**config.mk**
```make
export PLATFORM = sky130hd
export DESIGN_NAME = sram_ctrl
export DESIGN_NICKNAME = d
export VERILOG_FILES = /design/src/sram_ctrl_pkg.sv /design/src/sram_ctrl.sv
export SDC_FILE = /design/constraint.sdc
export NUM_CORES = 1
export LEC_CHECK = 0
export CAP_MARGIN = 20
export CORE_UTILIZATION = 52
export DETAILED_ROUTE_END_ITERATION = 8
export DONT_BUFFER_PORTS = 1
export PLACE_DENSITY_LB_ADDON = 0.1
export SLEW_MARGIN = 15
export SYNTH_ARGS = -nofsm -noshare
export SYNTH_HDL_FRONTEND = slang
export SYNTH_SLANG_ARGS = --single-unit
```
**constraint.sdc**
```tcl
create_clock -name sys_clk -period 4.5 [get_ports sys_clk]
set_input_delay 0.9 -clock sys_clk [delete_from_list [all_inputs] [get_ports sys_clk]]
set_output_delay 0.9 -clock sys_clk [all_outputs]
set_load 0.01 [all_outputs]
```
**src/sram_ctrl_pkg.sv**
```systemverilog
// package: pin timing constants and carrier types for the async sram controller
package sram_ctrl_pkg;
  localparam int ADDR_W = 15;
  localparam int DATA_W = 8;
  localparam int CLK_PERIOD_NS = 4;
  // least times in ns
  localparam int T_WRITE_PULSE_NS = 9;
  localparam int T_WRITE_FLOAT_NS = 8;
  localparam int T_DATA_SETUP_NS = 6;
  localparam int T_READ_CYCLE_NS = 10;
  localparam int T_CS_ACCESS_NS = 10;
  localparam int T_OE_FLOAT_NS = 8;
  localparam int T_OUT_ACTIVE_NS = 4;
  localparam int T_WRITE_CYCLE_NS = 10;
  // cycle counts, least times rounded up
  localparam int WP_PLAIN_CYC = (T_WRITE_PULSE_NS + CLK_PERIOD_NS - 1) / CLK_PERIOD_NS;
  localparam int WP_OE_SUM_NS = T_WRITE_FLOAT_NS + T_DATA_SETUP_NS;
  localparam int WP_OE_NS = (WP_OE_SUM_NS > T_WRITE_PULSE_NS) ? WP_OE_SUM_NS : T_WRITE_PULSE_NS;
  localparam int WP_OE_CYC = (WP_OE_NS + CLK_PERIOD_NS - 1) / CLK_PERIOD_NS;
  localparam int FLOAT_CYC = (T_WRITE_FLOAT_NS + CLK_PERIOD_NS - 1) / CLK_PERIOD_NS;
  localparam int RD_ACC_NS = (T_CS_ACCESS_NS > T_READ_CYCLE_NS) ? T_CS_ACCESS_NS : T_READ_CYCLE_NS;
  // one extra cycle so the sample lands after the access time, not on it
  localparam int RD_CYC = (RD_ACC_NS + CLK_PERIOD_NS - 1) / CLK_PERIOD_NS + 1;
  localparam int OE_REL_CYC = (T_OE_FLOAT_NS + CLK_PERIOD_NS - 1) / CLK_PERIOD_NS;
  localparam int OUT_ACT_CYC = (T_OUT_ACTIVE_NS + CLK_PERIOD_NS - 1) / CLK_PERIOD_NS;
  localparam int WC_CYC = (T_WRITE_CYCLE_NS + CLK_PERIOD_NS - 1) / CLK_PERIOD_NS;
  localparam int CNT_W = 4;

  typedef struct packed {
    logic              write;
    logic [ADDR_W-1:0] addr;
    logic [DATA_W-1:0] wdata;
  } req_type;

  typedef struct packed {
    logic              cs_n;
    logic              we_n;
    logic              oe_n;
    logic [ADDR_W-1:0] addr;
    logic [DATA_W-1:0] dq_out;
    logic [DATA_W-1:0] dq_oe;
  } pins_type;

  typedef enum logic [6:0] {
    ST_IDLE   = 7'h01,
    ST_SETUP  = 7'h02,
    ST_WSTROBE= 7'h04,
    ST_WEND   = 7'h08,
    ST_READ   = 7'h10,
    ST_RFLOAT = 7'h20,
    ST_GAP    = 7'h40
  } state_type;
endpackage

```
**src/sram_ctrl.sv**
```systemverilog
// async 32K x 8 sram controller driving chip select, write strobe, output enable and data pins
`timescale 1ns/1ns
module sram_ctrl
  import sram_ctrl_pkg::*;
(
  input  wire logic              sys_clk,
  input  wire logic              nrst,
  input  wire logic              req_valid,
  input  wire req_type           req,
  // keep oe low through writes; costs a longer strobe
  input  wire logic              write_oe_low,
  output logic                   req_ready,
  output logic                   rd_valid,
  output logic [DATA_W-1:0]      rd_data,
  output logic                   cs_n,
  output logic                   we_n,
  output logic                   oe_n,
  output logic [ADDR_W-1:0]      addr,
  output logic [DATA_W-1:0]      dq_out,
  output logic [DATA_W-1:0]      dq_oe,
  input  wire logic [DATA_W-1:0] dq_in
);

  state_type         state;
  state_type         next_state;
  logic [CNT_W-1:0]  cnt;
  logic [CNT_W-1:0]  next_cnt;
  logic [CNT_W-1:0]  gap;
  logic [CNT_W-1:0]  next_gap;
  logic              oe_wr;
  logic              next_oe_wr;
  pins_type          pins;
  pins_type          next_pins;
  logic [DATA_W-1:0] next_rd_data;
  logic              next_rd_valid;
  logic              strobe_go;

  assign req_ready = (state == ST_IDLE);
  assign cs_n      = pins.cs_n;
  assign we_n      = pins.we_n;
  assign oe_n      = pins.oe_n;
  assign addr      = pins.addr;
  assign dq_out    = pins.dq_out;
  assign dq_oe     = pins.dq_oe;

  always_comb
  begin
    next_state    = state;
    next_cnt      = cnt;
    next_oe_wr    = oe_wr;
    next_pins     = pins;
    case (state)
      ST_IDLE:
      begin
        if (req_valid)
        begin
          // address moves only with select or strobe high
          next_pins.addr = req.addr;
          if (req.write)
          begin
            next_oe_wr      = write_oe_low;
            next_pins.oe_n  = ~write_oe_low;
            next_pins.dq_out = req.wdata;
            next_state      = ST_SETUP;
          end
          else
          begin
            next_pins.cs_n = 1'b0;
            next_pins.oe_n = 1'b0;
            next_pins.we_n = 1'b1;
            next_cnt       = CNT_W'(RD_CYC - 1);
            next_state     = ST_READ;
          end
        end
      end
      ST_SETUP:
      begin
        // wait out write spacing, then select and strobe together
        if (strobe_go)
        begin
          next_pins.cs_n = 1'b0;
          next_pins.we_n = 1'b0;
          // with oe high the memory never drives, data may go out at once
          next_pins.dq_oe = oe_wr ? '0 : '1;
          next_cnt        = oe_wr ? CNT_W'(WP_OE_CYC - 1) : CNT_W'(WP_PLAIN_CYC - 1);
          next_state      = ST_WSTROBE;
        end
      end
      ST_WSTROBE:
      begin
        // data enabled only after memory floated
        // counted from the strobe fall, so the data setup before the end keeps its margin
        if (oe_wr && cnt == CNT_W'(WP_OE_CYC - FLOAT_CYC))
          next_pins.dq_oe = '1;
        if (cnt == '0)
        begin
          // strobe and select rise together; data held one more cycle
          next_pins.we_n = 1'b1;
          next_pins.cs_n = 1'b1;
          next_state     = ST_WEND;
        end
        else
          next_cnt = cnt - 1'b1;
      end
      ST_WEND:
      begin
        // release before memory may drive again
        next_pins.dq_oe = '0;
        next_pins.oe_n  = 1'b1;
        next_state      = ST_IDLE;
      end
      ST_READ:
      begin
        if (cnt == '0)
        begin
          next_pins.cs_n = 1'b1;
          next_pins.oe_n = 1'b1;
          next_cnt       = CNT_W'(OE_REL_CYC - 1);
          next_state     = ST_RFLOAT;
        end
        else
          next_cnt = cnt - 1'b1;
      end
      ST_RFLOAT:
      begin
        // bus turnaround: memory may drive up to 8 ns after deselect
        if (cnt == '0)
          next_state = ST_IDLE;
        else
          next_cnt = cnt - 1'b1;
      end
      default:
      begin
        next_state = ST_IDLE;
      end
    endcase
  end

  always_ff @(posedge sys_clk or negedge nrst)
  begin
    if (!nrst)
    begin
      state    <= ST_IDLE;
      cnt      <= '0;
      oe_wr    <= 1'b0;
      // a reset during the strobe cuts the write; that byte is then undefined
      pins     <= '{cs_n: 1'b1, we_n: 1'b1, oe_n: 1'b1, addr: '0, dq_out: '0, dq_oe: '0};
    end
    else
    begin
      state    <= next_state;
      cnt      <= next_cnt;
      oe_wr    <= next_oe_wr;
      pins     <= next_pins;
    end
  end

  // write spacing group: counts down from each strobe start
  assign strobe_go = (gap == '0) || (gap == CNT_W'(1));

  always_comb
  begin
    next_gap = gap;
    if (state == ST_SETUP && strobe_go)
      next_gap = CNT_W'(WC_CYC - 1);
    else if (gap != '0)
      next_gap = gap - 1'b1;
  end

  always_ff @(posedge sys_clk or negedge nrst)
  begin
    if (!nrst)
    begin
      gap <= '0;
    end
    else
    begin
      gap <= next_gap;
    end
  end

  // read capture group; data held until the next read
  always_comb
  begin
    next_rd_data  = rd_data;
    next_rd_valid = 1'b0;
    if (state == ST_READ && cnt == '0)
    begin
      next_rd_data  = dq_in;
      next_rd_valid = 1'b1;
    end
  end

  always_ff @(posedge sys_clk or negedge nrst)
  begin
    if (!nrst)
    begin
      rd_data  <= '0;
      rd_valid <= 1'b0;
    end
    else
    begin
      rd_data  <= next_rd_data;
      rd_valid <= next_rd_valid;
    end
  end

endmodule

```
==> flow_summary.yaml <==
clock_tree:
  clockBufferDepth: 2
  ctsResizeCount: 0
  clock-sinks: 51
  root_buffer: "clkbuf_8"
  ctsHoldBuffers: 0
  worstSkewPairLatency_ns: 0.30
  path_clk_slew_ns: 0.09
  htree_levels: 2
  cts_tree: "yes"
  numCtsBuffers: 5
  postCtsSetupBuffers: 0
finish:
  final_cell_mix: "dfrtp_1 (47), mux2_2 (22), nor2_1 (13), inv_1 (12), mux2_1 (12)"
  layoutNonFillerInstCount: 265
  n_antenna_cell: 0
  final_common_cell: "dfrtp_1"
  final_nets: 254
  layout-area-overhead-vs-synth_pct: 2.291
  drive_above_1_share_pct: 17.37
sta:
  period_minus_slack_ns: 2.639
  post-route-period-util_pct: 58.63
  fin_tns_setup_ns: 0
  slew_headroom_pct: 46.40
  final-setup-viol-count: 0
  slew_viol_final: 0
  skew_ns: 0.004832
  worst_pin_slew_ns: 0.8023
  hold_violations: 0
  rsz0062_at_grt: "no"
  max_freq_mhz: 379.0
floorplan:
  start_util_pct: 55.78
  fp.dieW_um: 71.51
  rows: 24
  fp.dieH_um: 71.51
  core_area_sq_mm: 0.004504
  pin_count: 80
  die-area_sq_mm: 0.005114
setup_path:
  critPathCaptureType: "output pin"
  arrival_ns: 1.74
  cp-start-kind: "flop"
  path_class: "reg2out"
  cp.required_ns: 3.60
  path_max_fanout: 15
global_route:
  grt_first_pass_wirelength_um: 7831
  grt_usage_pct: 19.58
  grt_pass1_vias: 1737
  grt_max_degree: 52
  antenna_found_initial: 0
  grt-ovfl-total: 0
route:
  vias: 1649
  drt_wl_total_um: 4693
  wl_met3_um: 365
  routed-wl-met2_um: 2344
  routed.top_layer: "met4"
  met1Wirelength_um: 1938
  first_pass_iters: 4
  ant_nets: 0
  viasPerCell: 6.223
  initialDrtViolationCount: 132
  route.detailed.drc: 0
  routedWlPerCell_um: 17.71
placed_design:
  dp_cells: 257
  gp_congestion: 0.8192
  io_buffers: 0
  place_hpwl_um: 3425
synthesis:
  synth_cell_types: 46
  synth_nets: 263
  ys_seq_elements: 51
  syn_area_sq_mm: 0.002512
  syn_avg_cell_area_sq_um: 11.37
  synth_edf_count: 0
  synth_ff_type: "dfrtp_1"
  synth_warnings: 0
  async_flop_share_pct: 100.0
  syn-instance-count: 221
  ys_seq_area_share_pct: 51.00
outcome:
  status: "finished, final reports clean"
power_and_ir_drop:
  p_sw_share_pct: 40.63
  p_comb_share_pct: 35.5
  p_switching_w: 0.0007508
  powerDensity_mw_per_mm2: 719.0
  sequentialPowerShare_pct: 49.6
  clkPwrFrac_pct: 14.9
  leakage_nw: 1.119
  vdd_drop_max_mv: 0.3370
  intPower_w: 0.001097
hold_path:
  hold_path_class: "in2async"
run:
  cap_viol_max_count: 0
## cell families after synthesis
family / Yosys count / synth area share (%)
XOR/XNOR: 5 / 1.743
AO/OA/AOI/OAI: 38 / 10.21
buffers and inverters: 28 / 5.876
multiplexers: 35 / 15.64
AND/OR/NAND/NOR: 58 / 12.55
adder cells (fa/ha/maj): 6 / 2.988
flip-flops: 51 / 51.00
## area by class of cell
type                       count  area, sq um
clock buffer                   7        86.33
clock inverter                 1        8.758
fill                         381         1934
inverter                      12        45.04
multi-input combinational    142         1084
sequential                    51         1281
tap                           52        65.06
## through the flow
stage / setup WS, ns / utilization [%] / area (sq um) / hold slack (ns) / total power (W)
finish: 1.861 / 57.06 / 2570 / 0.2785 / 0.001848
detailed placement: 2.172 / 54.94 / 2475 / 0.4922 / 0.001580
floorplan: 2.431 / - / 2512 / 0.4671 / 0.001486
global route: 1.758 / 57.06 / 2570 / 0.2619 / 0.001983
CTS: 1.877 / 57.06 / 2570 / 0.2706 / 0.001861
global placement: 2.204 / 54.94 / 2475 / 0.4883 / 0.001549
## state kept, by name, indices dropped and copies added (netlist names)
| register | flops |
|---|---|
| addr | 15 |
| dq_out | 8 |
| rd_data | 8 |
| state | 6 |
| cnt | 4 |
| gap | 4 |
| cs_n | 1 |
| dq_oe | 1 |
| oe_n | 1 |
| oe_wr | 1 |
| rd_valid | 1 |
| we_n | 1 |
## Yosys cell counts (5+ instances only)
| master | number | area share, % |
|---|---|---|
| nor2_1 | 13 | 1.9 |
| a21oi_1 | 5 | 1.0 |
| inv_1 | 12 | 1.8 |
| nand2_1 | 10 | 1.5 |
| mux2_2 | 22 | 9.9 |
| mux2_1 | 12 | 5.4 |
| nand3_1 | 10 | 2.0 |
| nor3_1 | 6 | 1.2 |
| ha_1 | 6 | 3.0 |
| o21ai_0 | 8 | 1.6 |
| dfrtp_1 | 47 | 47 |
| buf_4 | 8 | 2.4 |
## power by group through the flow
stage	registers [W]	logic (W)	clock network [W]
after global placement	0.000920	0.000629	0
after floorplan	0.000824	0.000662	0
after detailed placement	0.000924	0.000656	0
after CTS	0.000919	0.000659	0.000283
final	0.000917	0.000655	0.000275
after global routing	0.000948	0.000738	0.000298
## layer usage
layer / GRT usage, % / vias to the layer above
met3: 6.892 / 6
met1: 24.09 / 807
met5: 0 / -
met2: 32.59 / 75
met4: 6.100 / 0
li1: - / 761
## final timing paths
path                              end  cells past startpoint  slack, ns  startpoint
setup / recovery            req_ready                      3       1.86    state[4]
hold / removal               state[5]                      0       0.28        nrst
setup reg to reg           rd_data[5]                      5       2.10      cnt[0]
hold reg to reg                  we_n                      2       0.50        we_n
max in group asynchronous    state[0]                      0       4.04        nrst
min in group sys_clk             we_n                      2       0.50        we_n
## critical path, cell delays in order, from the launching register on
cell	delay (ns)
dfrtp_1	0.57
nor3_1	0.33
nand3_1	0.31
inv_1	0.22
No activity file was read; power rests on OpenSTA's default activity.
